**config.mk**
```make
export PLATFORM = sky130hd
export DESIGN_NAME = fso_security_core
export DESIGN_NICKNAME = d
export VERILOG_FILES = /design/src/verilog/fso_pkg.sv /design/src/verilog/fso_security_core.sv
export SDC_FILE = /design/constraint.sdc
export NUM_CORES = 1
export LEC_CHECK = 0
export CORE_ASPECT_RATIO = 0.75
export CORE_UTILIZATION = 50
export DETAILED_ROUTE_END_ITERATION = 10
export DONT_BUFFER_PORTS = 1
export GPL_TIMING_DRIVEN = 0
export PLACE_DENSITY = 0.71
export SYNTH_ARGS = -nofsm -noshare
export SYNTH_HDL_FRONTEND = slang
export SYNTH_SLANG_ARGS = --single-unit
```
**constraint.sdc**
```tcl
create_clock -name aclk -period 3.1 [get_ports aclk]
set_clock_uncertainty 0.2 [all_clocks]
set_input_delay 0.62 -clock aclk [delete_from_list [all_inputs] [get_ports aclk]]
set_output_delay 0.62 -clock aclk [all_outputs]
set_load 0.05 [all_outputs]
```
**src/verilog/fso_pkg.sv**
```systemverilog
package fso_pkg;
    // Register indices; the byte address is four times the index
    localparam logic [15:0] IDX_CLK_DIV    = 16'h1820;
    localparam logic [15:0] IDX_OPT_WORK   = 16'h1821;
    localparam logic [15:0] IDX_CONFIG     = 16'h1823;
    localparam logic [15:0] IDX_PROT_WORK  = 16'h1824;
    localparam logic [15:0] IDX_STATUS     = 16'h1825;
    localparam logic [15:0] IDX_CMD        = 16'h1826;
    localparam logic [15:0] IDX_KEY        = 16'hffb0;
    localparam logic [15:0] IDX_NV_PROT    = 16'hffbd;
    localparam logic [15:0] IDX_NV_OPT     = 16'hffbf;
    localparam logic [15:0] IDX_NV_BASE    = 16'hffb0;
    localparam logic [15:0] IDX_FLASH_BASE = 16'h8000;

    // Nonvolatile area geometry
    localparam int          NV_BYTES     = 16;
    localparam int          KEY_BYTES    = 8;
    localparam int          PAGE_BYTES   = 512;
    localparam int          PAGE_SHIFT   = $clog2(PAGE_BYTES);
    localparam logic [3:0]  NV_PROT_SLOT = IDX_NV_PROT[3:0];
    localparam logic [3:0]  NV_OPT_SLOT  = IDX_NV_OPT[3:0];

    // Field positions
    localparam int          KEY_ENABLE_BIT_BIT  = 7;
    localparam int          KEYACC_BIT = 5;
    localparam int          LAUNCH_BIT = 7;
    localparam int          ACCERR_BIT = 4;
    localparam int          BLANK_BIT  = 2;
    localparam int          DIVLD_BIT  = 7;
    localparam logic [1:0]  SEC_UNSECURED = 2'h2;

    // Values after reset and erased content
    localparam logic [7:0]  CLK_DIV_RST = 8'h00;
    localparam logic [7:0]  CONFIG_RST  = 8'h00;
    localparam logic [7:0]  CMD_RST     = 8'h00;
    localparam logic [7:0]  ERASED      = 8'hff;

    // Flash command codes
    localparam logic [7:0]  CMD_BLANK = 8'h05;
    localparam logic [7:0]  CMD_PROG  = 8'h20;
    localparam logic [7:0]  CMD_BURST = 8'h25;
    localparam logic [7:0]  CMD_PAGE  = 8'h40;
    localparam logic [7:0]  CMD_MASS  = 8'h41;

    // Bus responses
    localparam logic [1:0]  RESP_OKAY   = 2'h0;
    localparam logic [1:0]  RESP_SLVERR = 2'h2;

    // Command sequence states
    typedef enum logic [2:0] {
        SEQ_IDLE = 3'b001,
        SEQ_ADDR = 3'b010,
        SEQ_CMD  = 3'b100
    } fso_seq_e;

    // RAM access request
    typedef struct packed {
        logic req;
        logic from_debug;
        logic code_secure;
    } fso_ram_req_s;
endpackage : fso_pkg

```
**src/verilog/fso_security_core.sv**
```systemverilog
`timescale 1ns/1ns
module fso_security_core (
    // Clock and reset
    input  wire logic                  aclk,
    input  wire logic                  aresetn,
    // Register bus write side
    input  wire logic                  awvalid,
    output logic                       awready,
    input  wire logic [17:0]           awaddr,
    input  wire logic                  wvalid,
    output logic                       wready,
    input  wire logic [31:0]           wdata,
    input  wire logic [3:0]            wstrb,
    output logic                       bvalid,
    input  wire logic                  bready,
    output logic [1:0]                 bresp,
    // Register bus read side
    input  wire logic                  arvalid,
    output logic                       arready,
    input  wire logic [17:0]           araddr,
    output logic                       rvalid,
    input  wire logic                  rready,
    output logic [31:0]                rdata,
    output logic [1:0]                 rresp,
    // Origin of the current bus write
    input  wire logic                  dbg_master,
    input  wire logic                  exec_secure,
    // RAM access gate
    input  wire fso_pkg::fso_ram_req_s ram_req,
    output logic                       ram_grant,
    output logic                       ram_block,
    // Security state
    output logic                       secured
);
    import fso_pkg::*;

    // Erased array at power-up; contents survive every reset
    logic [7:0]  nv_mem [NV_BYTES] = '{default: ERASED};
    logic        aw_hold, next_aw_hold, w_hold, next_w_hold, wlane, next_wlane;
    logic [15:0] waddr, next_waddr, fl_addr, next_fl_addr;
    logic [7:0]  wbyte, next_wbyte, fl_data, next_fl_data;
    logic [7:0]  clk_div, next_clk_div, opt_work, next_opt_work;
    logic [7:0]  config_reg, next_config_reg, prot_work, next_prot_work;
    logic [7:0]  cmd, next_cmd, nv_val;
    logic [7:0]  key_hit, next_key_hit;
    logic        acc_err, next_acc_err, blank_flag, next_blank_flag;
    logic        key_fail, next_key_fail, unlock_key, next_unlock_key;
    logic        unlock_blank, next_unlock_blank;
    fso_seq_e    seq, next_seq;
    logic        next_awready, next_wready, next_bvalid, next_arready, next_rvalid;
    logic [1:0]  next_bresp, next_rresp;
    logic [31:0] next_rdata;
    logic        next_ram_grant, next_ram_block, next_secured;
    logic        sec_eng, do_wr, wr_en, acc_set, launch, nv_blank;
    logic        nv_erase, nv_prog, key_bad, dbg_bad_cmd;
    logic [3:0]  nv_slot;
    logic [2:0]  kidx;

    // Index that answers on the bus
    function automatic logic fso_mapped(input logic [15:0] idx);
        return idx == IDX_CLK_DIV || idx == IDX_OPT_WORK || idx == IDX_CONFIG
            || idx == IDX_PROT_WORK || idx == IDX_STATUS || idx == IDX_CMD
            || idx >= IDX_FLASH_BASE;
    endfunction : fso_mapped

    // One of the five accepted command codes
    function automatic logic fso_cmd_valid(input logic [7:0] code);
        return code == CMD_BLANK || code == CMD_PROG || code == CMD_BURST
            || code == CMD_PAGE || code == CMD_MASS;
    endfunction : fso_cmd_valid

    // Whole nonvolatile area still erased
    always_comb begin
        nv_blank = 1'b1;
        for (int i = 0; i < NV_BYTES; i++) begin
            nv_blank = nv_blank && (nv_mem[i] == ERASED);
        end
    end

    // Bus slave, command sequence, key entry and gating
    always_comb begin
        next_aw_hold      = aw_hold;
        next_w_hold       = w_hold;
        next_waddr        = waddr;
        next_wbyte        = wbyte;
        next_wlane        = wlane;
        next_clk_div      = clk_div;
        next_opt_work     = opt_work;
        next_config_reg   = config_reg;
        next_prot_work    = prot_work;
        next_cmd          = cmd;
        next_fl_addr      = fl_addr;
        next_fl_data      = fl_data;
        next_acc_err      = acc_err;
        next_blank_flag   = blank_flag;
        next_key_hit      = key_hit;
        next_key_fail     = key_fail;
        next_unlock_key   = unlock_key;
        next_unlock_blank = unlock_blank;
        next_seq          = seq;
        next_bvalid       = bvalid;
        next_bresp        = bresp;
        next_rvalid       = rvalid;
        next_rdata        = rdata;
        next_rresp        = rresp;
        acc_set           = 1'b0;
        launch            = 1'b0;
        nv_erase          = 1'b0;
        nv_prog           = 1'b0;
        nv_slot           = fl_addr[3:0];
        nv_val            = fl_data;
        key_bad           = 1'b0;
        dbg_bad_cmd       = 1'b0;
        kidx              = waddr[2:0];
        sec_eng = (opt_work[1:0] != SEC_UNSECURED) && !unlock_key && !unlock_blank;
        // Address and data are taken in either order
        if (awvalid && awready) begin
            next_aw_hold = 1'b1;
            next_waddr   = awaddr[17:2];
        end
        if (wvalid && wready) begin
            next_w_hold = 1'b1;
            next_wbyte  = wdata[7:0];
            next_wlane  = wstrb[0];
        end
        if (bvalid && bready) begin
            next_bvalid = 1'b0;
        end
        do_wr = aw_hold && w_hold && !bvalid;
        wr_en = do_wr && wlane && fso_mapped(waddr);
        if (do_wr) begin
            next_aw_hold = 1'b0;
            next_w_hold  = 1'b0;
            next_bvalid  = 1'b1;
            next_bresp   = fso_mapped(waddr) ? RESP_OKAY : RESP_SLVERR;
        end
        // Register write effects
        if (wr_en) begin
            if (waddr == IDX_STATUS) begin
                if (wbyte[ACCERR_BIT]) begin
                    next_acc_err = 1'b0;
                end
                if (wbyte[LAUNCH_BIT] && seq == SEQ_CMD) begin
                    launch   = 1'b1;
                    next_seq = SEQ_IDLE;
                end else if (seq != SEQ_IDLE) begin
                    acc_set = 1'b1;
                end
            end else if (seq == SEQ_CMD) begin
                acc_set = 1'b1;
            end else if (waddr == IDX_CMD) begin
                if (seq != SEQ_ADDR || !fso_cmd_valid(wbyte)) begin
                    acc_set = 1'b1;
                end else if (dbg_master && sec_eng && wbyte != CMD_BLANK
                             && wbyte != CMD_MASS) begin
                    dbg_bad_cmd = 1'b1;
                    acc_set     = 1'b1;
                end else begin
                    next_cmd = wbyte;
                    next_seq = SEQ_CMD;
                end
            end else if (seq == SEQ_ADDR) begin
                acc_set = 1'b1;
            end else if (waddr == IDX_CLK_DIV) begin
                if (!clk_div[DIVLD_BIT] && !acc_err) begin
                    next_clk_div = {1'b1, wbyte[6:0]};
                end
            end else if (waddr == IDX_CONFIG) begin
                next_config_reg = wbyte & (8'h01 << KEYACC_BIT);
            end else if (waddr == IDX_PROT_WORK) begin
                next_prot_work = wbyte;
            end else if (waddr[15:3] == IDX_KEY[15:3] && config_reg[KEYACC_BIT]) begin
                if (!opt_work[KEY_ENABLE_BIT_BIT]) begin
                    key_bad = 1'b0;
                end else if (dbg_master || !exec_secure) begin
                    key_bad = 1'b1;
                    acc_set = 1'b1;
                end else if (wbyte == nv_mem[{1'b0, kidx}]) begin
                    next_key_hit[kidx] = 1'b1;
                end else begin
                    next_key_fail = 1'b1;
                end
            end else if (waddr >= IDX_FLASH_BASE) begin
                if (!clk_div[DIVLD_BIT] || acc_err) begin
                    acc_set = 1'b1;
                end else begin
                    next_fl_addr = waddr;
                    next_fl_data = wbyte;
                    next_seq     = SEQ_ADDR;
                end
            end
        end
        // Error set wins over a clear in the same cycle
        if (acc_set) begin
            next_acc_err = 1'b1;
            next_seq     = SEQ_IDLE;
        end
        if (&key_hit && !key_fail && opt_work[KEY_ENABLE_BIT_BIT]) begin
            next_unlock_key = 1'b1;
        end
        // Command execution in one cycle
        if (launch) begin
            next_blank_flag = 1'b0;
            case (cmd)
                CMD_BLANK: begin
                    next_blank_flag   = nv_blank;
                    next_unlock_blank = nv_blank || unlock_blank;
                end
                CMD_MASS: begin
                    nv_erase = 1'b1;
                end
                CMD_PAGE: begin
                    nv_erase = fl_addr[15:PAGE_SHIFT] == IDX_NV_BASE[15:PAGE_SHIFT];
                end
                CMD_PROG, CMD_BURST: begin
                    nv_prog = fl_addr[15:4] == IDX_NV_BASE[15:4];
                end
                default: begin
                    nv_prog = 1'b0;
                end
            endcase
        end
        // Read channel
        if (rvalid && rready) begin
            next_rvalid = 1'b0;
        end
        if (arvalid && arready) begin
            next_rvalid = 1'b1;
            next_rresp  = fso_mapped(araddr[17:2]) ? RESP_OKAY : RESP_SLVERR;
            next_rdata  = 32'h0000_0000;
            case (araddr[17:2])
                IDX_CLK_DIV:   next_rdata[7:0] = clk_div;
                IDX_OPT_WORK:  next_rdata[7:0] = {opt_work[7:2],
                                                  sec_eng ? opt_work[1:0] : SEC_UNSECURED};
                IDX_CONFIG:    next_rdata[7:0] = config_reg;
                IDX_PROT_WORK: next_rdata[7:0] = prot_work;
                IDX_STATUS:    next_rdata[7:0] = {2'h3, 1'b0, acc_err, 1'b0, blank_flag, 2'h0};
                IDX_CMD:       next_rdata[7:0] = cmd;
                default: begin
                    if (araddr[17:6] == IDX_NV_BASE[15:4]) begin
                        next_rdata[7:0] = nv_mem[araddr[5:2]];
                    end else if (araddr[17:2] >= IDX_FLASH_BASE) begin
                        next_rdata[7:0] = ERASED;
                    end
                end
            endcase
        end
        next_awready = !next_aw_hold;
        next_wready  = !next_w_hold;
        next_arready = !next_rvalid;
        next_ram_grant = ram_req.req && !(sec_eng && (ram_req.from_debug
                                                      || !ram_req.code_secure));
        next_ram_block = ram_req.req && !next_ram_grant;
        next_secured   = sec_eng;
    end

    // Nonvolatile bytes in the flash array
    always_ff @(posedge aclk) begin
        for (int i = 0; i < NV_BYTES; i++) begin
            if (nv_erase) begin
                nv_mem[i] <= ERASED;
            end else if (nv_prog && nv_slot == 4'(i)) begin
                nv_mem[i] <= nv_mem[i] & nv_val;
            end
        end
    end

    // State registers
    always_ff @(posedge aclk) begin
        if (!aresetn) begin
            opt_work     <= nv_mem[NV_OPT_SLOT];
            prot_work    <= nv_mem[NV_PROT_SLOT];
            aw_hold      <= 1'b0;
            w_hold       <= 1'b0;
            waddr        <= 16'h0000;
            wbyte        <= 8'h00;
            wlane        <= 1'b0;
            clk_div      <= CLK_DIV_RST;
            config_reg   <= CONFIG_RST;
            cmd          <= CMD_RST;
            fl_addr      <= 16'h0000;
            fl_data      <= 8'h00;
            acc_err      <= 1'b0;
            blank_flag   <= 1'b0;
            key_hit      <= 8'h00;
            key_fail     <= 1'b0;
            unlock_key   <= 1'b0;
            unlock_blank <= 1'b0;
            seq          <= SEQ_IDLE;
            awready      <= 1'b0;
            wready       <= 1'b0;
            bvalid       <= 1'b0;
            bresp        <= RESP_OKAY;
            arready      <= 1'b0;
            rvalid       <= 1'b0;
            rdata        <= 32'h0000_0000;
            rresp        <= RESP_OKAY;
            ram_grant    <= 1'b0;
            ram_block    <= 1'b0;
            secured      <= 1'b1;
        end else begin
            opt_work     <= next_opt_work;
            prot_work    <= next_prot_work;
            aw_hold      <= next_aw_hold;
            w_hold       <= next_w_hold;
            waddr        <= next_waddr;
            wbyte        <= next_wbyte;
            wlane        <= next_wlane;
            clk_div      <= next_clk_div;
            config_reg   <= next_config_reg;
            cmd          <= next_cmd;
            fl_addr      <= next_fl_addr;
            fl_data      <= next_fl_data;
            acc_err      <= next_acc_err;
            blank_flag   <= next_blank_flag;
            key_hit      <= next_key_hit;
            key_fail     <= next_key_fail;
            unlock_key   <= next_unlock_key;
            unlock_blank <= next_unlock_blank;
            seq          <= next_seq;
            awready      <= next_awready;
            wready       <= next_wready;
            bvalid       <= next_bvalid;
            bresp        <= next_bresp;
            arready      <= next_arready;
            rvalid       <= next_rvalid;
            rdata        <= next_rdata;
            rresp        <= next_rresp;
            ram_grant    <= next_ram_grant;
            ram_block    <= next_ram_block;
            secured      <= next_secured;
        end
    end
endmodule : fso_security_core

```
======== Word level (Yosys, flattened, before mapping) ========
Memories as Yosys holds them, arrays and structs flattened. A register that Yosys moved wholly into a read port is not among the register bits.
Cells that the tools add are included.
storage, ports and cells
  register bits ........................... 112
  RAM bits ................................ 128
  input bits .............................. 84
  memories kept ........................... 1
cells by class
  magnitude comparators ................... 4
  equality and inequality tests ........... 83
  mux-type cells .......................... 135
  bitwise gates (word level) .............. 47
  reduce and logical (&&, ||, !) cells .... 109
memory list
  memory  depth  width  rd ports  clocked after Yosys merged registers in  wr ports  line                     RTL
  nv_mem  16     8      19        2                                        16        fso_security_core.sv:38  logic [7:0] nv_mem [NV_BYTES] = '{default: ERASED};
operator list
  operator                                                                 count
  8-bit two-way mux                                                        27
  16-bit by 13-bit equality test with 1-bit output, second input constant  12
  8-bit AND                                                                16
  8-bit equality test, second input constant                               16
  1-bit two-way mux                                                        87
  1-bit logical AND                                                        54
  8-bit one-hot mux with 6 select lines                                    1
  3-bit two-way mux                                                        13
  12-bit AND reduction                                                     3
  4-bit equality test, second input constant                               8
  8-bit by 6-bit equality test with 1-bit output, second input constant    4
  8-bit by 7-bit equality test with 1-bit output, second input constant    4
  16-bit >= comparator, second input constant                              2
  12-bit equality test, second input constant                              2
  1-bit logical OR                                                         21
  3-bit != test, second input constant                                     6
  4-bit by 3-bit equality test with 1-bit output, second input constant    4
  8-bit by 3-bit equality test with 1-bit output, second input constant    2
  2-bit != test, second input constant                                     8
  1-bit bitwise OR                                                         16
  8-bit AND reduction                                                      2
  1-bit zero test                                                          15
  1-bit NOT                                                                14
  7-bit AND reduction                                                      2
  other kinds (27)                                                         39

======== Longest topological paths before layout ========
Gate-level depths: netlist of run 1.
An unclocked memory read counts as a cell.
  word-level depth ........................ 18
  gate-level depth with buffers ........... 9
  mapped depth without buffers ............ 6

======== Least setup slack after synthesis of run 1 ========
No wires, ideal clock.
  kind .................................... register -> register
  start point ............................. register bvalid
  end point ............................... memory nv_mem[13][0], enable pin
  library setup time ...................... 0.329 ns
  data arrival time ....................... 2.658 ns
  data required time ...................... 2.571 ns
  setup slack ............................. -0.087 ns
  cell stages (with the launch flop) ...... 9
  path buffers ............................ 2
  period minus slack after synthesis ...... 3.187 ns
  cell sequence ........................... dfxtp_1 -> and3b_1 -> clkbuf_1 -> nand2_1 -> or4b_1 -> buf_6 -> nor4_4 -> nand3_4 -> nand2_1
RTL lines
  what                    line                      RTL
  start, declared         fso_security_core.sv:14   output logic bvalid,
  start signal, assigned  fso_security_core.sv:323  bvalid <= next_bvalid;
  end, declared           fso_security_core.sv:38

==> run metrics, run 1 <==
I/O pin total 128; DIE AREA 25700 sq um; synthesized area 12500 sq um; Via density 6.30; post-route cell area 14300 sq um; Die Wd 185 um; Worst slew margin 0.230; top post-synthesis cells by count nand2_1 (170), edfxtp_1 (144), dfxtp_1 (105); YS warnings 0; layout cells sized above 1 0.203; minimum clock period 3.02 ns; DRT iter0 DRCs 1280; Top reg by flops nv_mem; Die Y 139 um; TritonCTS Buffers 25; largest registers nv_mem (128), fl_addr (16), waddr (16); post-synth top area share 0.345; CTS tree yes; Cells after DPL 1458; # port buffers 0; diode count 0; Final Hold Viols 0; Max-Cap Viols 0; DR pass1 iterations 6; clk root buf clkbuf_16; dpl hpwl 28900 um; required time worst endpoint 3.33 ns; FF+latch area 6430 sq um; area leader, netlist edfxtp_1; detailed-route wire length per cell 25.5 um; Clk pin slew, worst setup/hold paths 0.06 ns; number of flops mapped to enable cells by yosys 144; post-synthesis sequential area ratio 0.512; Fmax 0.331 GHz; first-pass GRT wire length 56900 um; status complete, no violations; initial core utilization 0.517; largest cells by area after synthesis edfxtp_1 (34%), dfxtp_1 (17%), mux4_2 (10%); Slew @ Worst Pin 1.15 ns; Post-synth top flop edfxtp_1; number of flip-flops in the largest register 128; endpoint class of the critical path flip-flop; CP Max Fanout 8; Worst EP arrival 3.25 ns; dpl cell area 13100 sq um; Final setup violation count 0; htree depth 1; Clock Latency Late Sink 0.54 ns; Area Overhead vs Synth 14.0%; vias in the first global route 8838; area of the multi-input gates 5810 sq um; #FFs+latches synth 249; Cell Pwr Density 494 nW/um^2; Critical Path Slowest Stage Cell or4_4; synth unique cells 63; initial antenna violation count 0; DR vias 9578; core area 24300 sq um; placer congestion estimate 1.02; # DRC 0; final worst-path cycle share 0.974; CP startpoint kind flip-flop; Tot GR Track Use 0.303; sinks on the clock net 249; leak pwr 5.18 nW; # nets final 1255; Layout fillers 2045; total power draw 7.06 mW; worst vdd ir 0.440 mV; most instantiated library cell after synthesis nand2_1; largest net degree at the start of global routing 18; Hold Path Class in -> reg; drt total wl 38700 um; # rows 49; Antenna Nets Post-Route 0; Post-Syn Instances 1102; final non-filler cell total 1521; kind of critical path reg -> reg; CP Cell Sequence mux4_2, mux2i_2, xor2_1, nand4_1, or4_4, buf_2, o41ai_2; Avg Synthesized Cell Area 11.4 sq um; GRT overflow 0; clk buf depth 3; Post-synth ARST share 0; Critical Path Max Stage Delay 0.59 ns; Final Slew Violations 0
[cell families (layout without fill, tap and decap cells)]
family                    Yosys count  count (layout)  synth area share
DFF                               249             249             0.512
buffers and inverters             124             187            0.0482
AOI/OAI and AO/OA                 206             206             0.116
and+or+nand+nor                   395             395             0.166
xor gates and xnor gates           12              12           0.00838
other                               1              26          0.000299
muxes                             115             115             0.149
[per-layer routing]
layer  vias up  routed length [um]  GRT usage
li1       4203                   -          -
met1      4680               17000      0.475
met2       638               15400      0.396
met3        57                5630     0.0998
met4         0                 736     0.0722
met5         -                   0    0.00762
[path summary, 6_finish.rpt]
| path | from | to | slack, ns | depth (start not counted) |
|---|---|---|---|---|
| max | nv_mem[0][1] | key_hit[7] | 0.08 | 7 |
| min | awaddr[10] | waddr[8] | 0.01 | 2 |
| max reg2reg | nv_mem[0][1] | key_hit[7] | 0.08 | 7 |
| min reg2reg | key_fail | key_fail | 0.25 | 2 |
[stage by stage]
| step | setup WS [ns] | utilization | TNS [ns] | hold slack [ns] |
|---|---|---|---|---|
| 6_report | 0.0793 | 0.589 | 0 | 0.0104 |
| 5_1_grt | -0.00469 | 0.589 | -0.00469 | 0.0215 |
| 4_1_cts | 0.00263 | 0.580 | 0 | 0.0000897 |
| 3_5_place_dp | -0.584 | 0.539 | -107.50 | 0.241 |
| 3_3_place_gp | -0.530 | 0.539 | -95.65 | 0.234 |
| 2_1_floorplan | 0.0405 | - | 0 | 0.216 |
[what timing repair did]
action,4_1_cts,5_1_grt
gates cloned,0,1
endpoints found under the setup margin,293,220
pin swaps,5,2
hold endpoints to repair,1,0
resized for setup,17,28
setup buffers,9,8
hold buffers,1,0
[final cells by class]
cell class,instances,share of cell area
Clock inverter,9,0.00525
Multi-Input combinational cell,754,0.407
Timing Repair Buffer,20,0.0116
Tap cell,331,0.0290
Inverter,23,0.00604
Clock buffer,37,0.0529
Buffer,98,0.0388
Sequential cell,249,0.450
[cell usage in the layout, fill, tap and decap left out, types with 7 or more instances in the layout]
cell type,count
a21oi_1,43
nand2_4,21
nand2b_1,9
conb_1,26
and3_1,7
mux2i_1,40
nand3_1,17
mux4_2,56
a21o_1,96
nand2_1,153
dfxtp_1,104
o21ai_0,17
o31ai_1,8
clkbuf_1,48
mux2_2,15
nor4_4,8
buf_2,13
clkbuf_16,28
nand4_1,40
nor3_1,7
buf_4,44
nor2_1,72
inv_1,22
nor4_1,12
edfxtp_1,144
[worst max-delay path, delay by kind of cell, from the launching register on]
kind	cells	cell delay, ns
multiplexers	2	0.75
AND/OR/NAND/NOR	2	0.73
flip-flops	1	0.55
AO/OA/AOI/OAI	1	0.31
buffers and inverters	1	0.21
XOR/XNOR	1	0.16
[power by group]
group | switching, mW | total, mW | internal (mW)
sequential | 0.0792 | 3.58 | 3.50
clock | 1.29 | 3.07 | 1.77
combinational | 0.275 | 0.410 | 0.135
Note: power is estimated with default switching activity, not from simulation.
==> run 2, diff against run 1 <==
MAX_ROUTING_LAYER = met4   (was unset)
==> run 2 against run 1 <==
The run now ends with negative setup slack left. Global-route usage rose by 1.1 points. First-iteration DRC count is 3.9% lower. Via count down 0.15%. Critical path type unchanged. Critical endpoint is now key_fail. Final cell count unchanged. Clock power is 5% higher.
==> run metrics, run 2 (synthesized netlist as in run 1, its figures left out) <==
drt total wl 38900 um; pre-CTS WS -0.548 ns; Critical Path Max Stage Delay 0.99 ns; status complete, but fails checks; worst r2r src nv_mem[5][0]; commonest non-fill, non-tap cells in the layout nand2_1 (153), edfxtp_1 (144), dfxtp_1 (102); setup_tns -0.0912 ns; placer congestion estimate 1.01; endpoint class of the critical path flip-flop; # port buffers 0; Clock Latency Late Sink 0.53 ns; # rows 49; sinks on the clock net 249; Worst EP arrival 3.36 ns; Slew @ Worst Pin 1.27 ns; DRT iter0 DRCs 1230; Critical Path Source nv_mem[5][0]; # nets final 1255; Clk pin slew, worst setup/hold paths 0.06 ns; I/O pin total 128; worst hold path startpoint ram_req[2]; commonest non-fill, non-tap cell in the layout nand2_1; final worst-path cycle share 1.03; CTS tree yes; CTS Hold Bufs 0; required time worst endpoint 3.27 ns; Layout fillers 2080; Final setup violation count 1; Via density 6.29; Cells after DPL 1458; Final WS setup -0.0912 ns; minimum clock period 3.19 ns; failing checks negative setup slack; post-route cell area 14300 sq um; Tot GR Track Use 0.314; RSZ-0062 raised after global routing false; DR vias 9564; CP startpoint kind flip-flop; initial core utilization 0.517; core area 24300 sq um; Cell Pwr Density 503 nW/um^2; post-layout util 0.589; Fmax 0.313 GHz; clk buf depth 3; dpl cell area 13100 sq um; Die Wd 185 um; dpl hpwl 29400 um; largest registers nv_mem (128), fl_addr (16), waddr (16); Worst slew margin 0.144; Final Hold Viols 0; leak pwr 5.19 nW; layout cells sized above 1 0.202; DIE AREA 25700 sq um; Critical Path Slowest Stage Cell nor4_1; # DRC 0; total power draw 7.20 mW; Antenna Nets Post-Route 0; worst vdd ir 0.517 mV; DR pass1 iterations 5; htree depth 1; CP Max Fanout 4; Final Slew Violations 0; initial antenna violation count 0; Hold Path Class in -> reg; TritonCTS Buffers 26; Die Y 139 um; GRT overflow 0; number of flip-flops in the largest register 128; detailed-route wire length per cell 25.6 um; largest net degree at the start of global routing 18; vias in the first global route 8841; Top reg by flops nv_mem; Area Overhead vs Synth 14.1%; final non-filler cell total 1521; diode count 0; CP Cell Sequence mux4_2, mux2i_2, xor2_1, nand4_1, nor4_1, o21ai_0; clk root buf clkbuf_16; kind of critical path reg -> reg; Max-Cap Viols 0; final hold slack 0.0114 ns; first-pass GRT wire length 57000 um
-- run 2: cell types whose count changed in the layout (fill, tap and decap cells not counted), moves of 2 or more --
cell	previous run	this run
clkbuf_1	48	51
clkinv_2	6	3
dfxtp_2	0	3
nand2_2	4	7
buf_2	13	11
dfxtp_1	104	102
nand2_4	21	19
-- run 2: area by class of cell --
| cell class | instances | area (sq um) | area share |
|---|---|---|---|
| sequential | 249 | 6430 | 0.449 |
| multi-input combinational | 754 | 5780 | 0.404 |
| inverter | 23 | 86.3 | 0.00603 |
| timing repair buffer | 19 | 168 | 0.0117 |
| clock buffer | 41 | 792 | 0.0553 |
| buffer | 98 | 557 | 0.0389 |
| clock inverter | 6 | 81.3 | 0.00568 |
| tap | 331 | 414 | 0.0289 |
-- run 2: worst paths after layout --
kind	end	slack (ns)	cells after the start
max	key_fail	-0.09	6
min	ram_grant	0.01	2
max reg2reg	key_fail	-0.09	6
min reg2reg	key_hit[5]	0.26	2
-- run 2: per-layer routing --
| layer | track usage | vias to the layer above | share of wire |
|---|---|---|---|
| met2 | 0.403 | 604 | 0.40 |
| met3 | 0.117 | 64 | 0.14 |
| met1 | 0.470 | 4704 | 0.44 |
| met4 | 0.0526 | 0 | 0.018 |
| met5 | - | - | 0 |
| li1 | - | 4192 | - |
-- run 2: what timing repair did --
action / in CTS / in global routing
gates resized for setup: 21 / 21
endpoints found under the setup margin: 287 / 172
buffers inserted: 7 / 12
hold endpoints to repair: 0 / 0
pin swaps: 5 / 4
-- run 2: worst max-delay path: cells and delay by family, from the launching register on --
family / cells / cell delay [ns]
mux: 2 / 0.75
xor+xnor: 1 / 0.20
compound gates: 1 / 0.20
flops: 1 / 0.54
simple gates: 2 / 1.15
-- run 2: where the power goes --
part | internal [mW] | switching [mW] | total (mW)
Combinational | 0.135 | 0.276 | 0.411
Sequential | 3.50 | 0.0790 | 3.58
Clock | 1.91 | 1.29 | 3.21
==> run 3, diff against run 2 <==
--- a/constraint.sdc
+++ b/constraint.sdc
@@ -4,2 +4,2 @@
 set_output_delay 0.62 -clock aclk [all_outputs]
-set_load 0.05 [all_outputs]
+set_load 0.02 [all_outputs]
==> run 3 against run 2 <==
The flow now finishes without violations. Clock power decreased by 12%. Non-clock buffer count decreased by 7. Critical path type unchanged. Global-route usage decreased by 0.20 points.
==> run metrics, run 3 (synthesized netlist as in run 1, its figures left out) <==
Hold EP ram_grant; Critical Path Max Stage Delay 0.59 ns; number of flip-flops in the largest register 128; Fmax 0.329 GHz; DR vias 9592; Critical Path Slowest Stage Cell or4_4; Clock Latency Late Sink 0.53 ns; CTS tree yes; Max-Cap Viols 0; DIE AREA 25700 sq um; pre-CTS WS -0.668 ns; Worst EP arrival 3.27 ns; Die Wd 185 um; largest net degree at the start of global routing 18; minimum clock period 3.04 ns; endpoint class of the critical path flip-flop; r2r setup slk 0.06 ns; clk buf depth 3; TritonCTS Buffers 25; Critical Path Source nv_mem[2][1]; CP startpoint kind flip-flop; first-pass GRT wire length 56700 um; layout cells sized above 1 0.191; DRT iter0 DRCs 1483; sinks on the clock net 249; dpl hpwl 29100 um; commonest non-fill, non-tap cell in the layout nand2_1; Clk pin slew, worst setup/hold paths 0.06 ns; leak pwr 5.09 nW; final hold slack 0.0116 ns; initial core utilization 0.517; core area 24300 sq um; Die Y 139 um; Layout fillers 2085; # rows 49; Final Slew Violations 0; vias in the first global route 8738; CTS Hold Bufs 0; Hold Path Class in -> reg; final worst-path cycle share 0.982; dpl cell area 13100 sq um; status complete, no violations; initial antenna violation count 1; DR pass1 iterations 8; Worst slew margin 0.108; Via density 6.35; kind of critical path reg -> reg; clk root buf clkbuf_16; commonest non-fill, non-tap cells in the layout nand2_1 (153), edfxtp_1 (144), dfxtp_1 (104); Final WS setup 0.0564 ns; Slew @ Worst Pin 1.33 ns; GRT overflow 0; # DRC 0; Cell Pwr Density 478 nW/um^2; Tot GR Track Use 0.312; placer congestion estimate 1.03; htree depth 1; detailed-route wire length per cell 25.3 um; Final setup violation count 0; worst vdd ir 0.502 mV; RR Endpoint key_hit[7]; required time worst endpoint 3.32 ns; largest registers nv_mem (128), fl_addr (16), waddr (16); CP Max Fanout 8; drt total wl 38200 um; worst hold path startpoint ram_req[2]; Antenna Nets Post-Route 0; # port buffers 0; # nets final 1247; Area Overhead vs Synth 12.7%; worst reg2reg path depth 7; Top reg by flops nv_mem; hold-critical path depth 2; diode count 0; post-route cell area 14100 sq um; worst r2r src nv_mem[2][1]; Final Hold Viols 0; post-layout util 0.582; CP Cell Sequence mux4_2, mux2i_2, xor2_1, nand4_1, or4_4, buf_2, o41ai_2; RSZ-0062 raised after global routing false; I/O pin total 128
-- run 3: changes by cell type in the layout (fill, tap and decap cells not counted), sizes merged --
cell / change
buf: -6
clkbuf: -8
clkinv: +5
bufinv: -1
-- run 3: per-layer routing --
| layer | vias to the layer above | wire [um] | global-route usage |
|---|---|---|---|
| li1 | 4193 | - | - |
| met4 | 0 | 815 | 0.0587 |
| met2 | 646 | 14800 | 0.389 |
| met3 | 57 | 5410 | 0.0864 |
| met5 | - | 0 | - |
| met1 | 4696 | 17200 | 0.494 |
-- run 3: worst max path at each step --
| stage | to | slack (ns) |
|---|---|---|
| floorplan | nv_mem[13][0] | 0.06 |
| global placement | nv_mem[12][4] | -0.67 |
| detailed placement | nv_mem[12][2] | -0.67 |
| CTS | key_hit[7] | 0.003 |
| global route | key_hit[7] | 0.002 |
| finish | key_hit[7] | 0.06 |
-- run 3: power by group --
group / total, mW / internal (mW) / switching, mW / leakage (nW)
clock network: 2.84 / 1.58 / 1.26 / 0.366
logic: 0.369 / 0.134 / 0.235 / 2.18
registers: 3.55 / 3.50 / 0.0521 / 2.54
total: 6.76 / 5.21 / 1.54 / 5.09
-- run 3: timing repair --
item,4_1_cts,5_1_grt
endpoints found under the hold margin,0,0
resized for setup,36,18
pin swaps,5,2
setup buffers,7,4
setup endpoints to repair,278,258
-- run 3: layout make-up --
| type | instances | area (sq um) | share of cell area |
|---|---|---|---|
| Buffer | 99 | 544 | 0.0385 |
| Clock buffer | 34 | 664 | 0.0470 |
| Clock inverter | 10 | 73.8 | 0.00523 |
| Inverter | 23 | 86.3 | 0.00611 |
| Multi-Input combinational cell | 754 | 5800 | 0.410 |
| Sequential cell | 249 | 6430 | 0.455 |
| Tap cell | 331 | 414 | 0.0293 |
| Timing Repair Buffer | 11 | 120 | 0.00850 |
-- run 3: critical path: cells and delay by family, from the launching register on --
family,cells,cell delay (ns)
mux,2,0.76
simple gates,2,0.72
flops,1,0.53
compound gates,1,0.34
buf+inv,1,0.21
xor+xnor,1,0.17
-- run 3: per-stage QoR --
| step | total power, mW | TNS, ns | instances |
|---|---|---|---|
| floorplan | 3.88 | 0 | 1127 |
| global placement | 3.97 | -110.17 | 1458 |
| detailed placement | 3.98 | -116.76 | 1458 |
| CTS | 6.78 | 0 | 1508 |
| global route | 6.94 | 0 | 1511 |
| finish | 6.76 | 0 | 1511 |
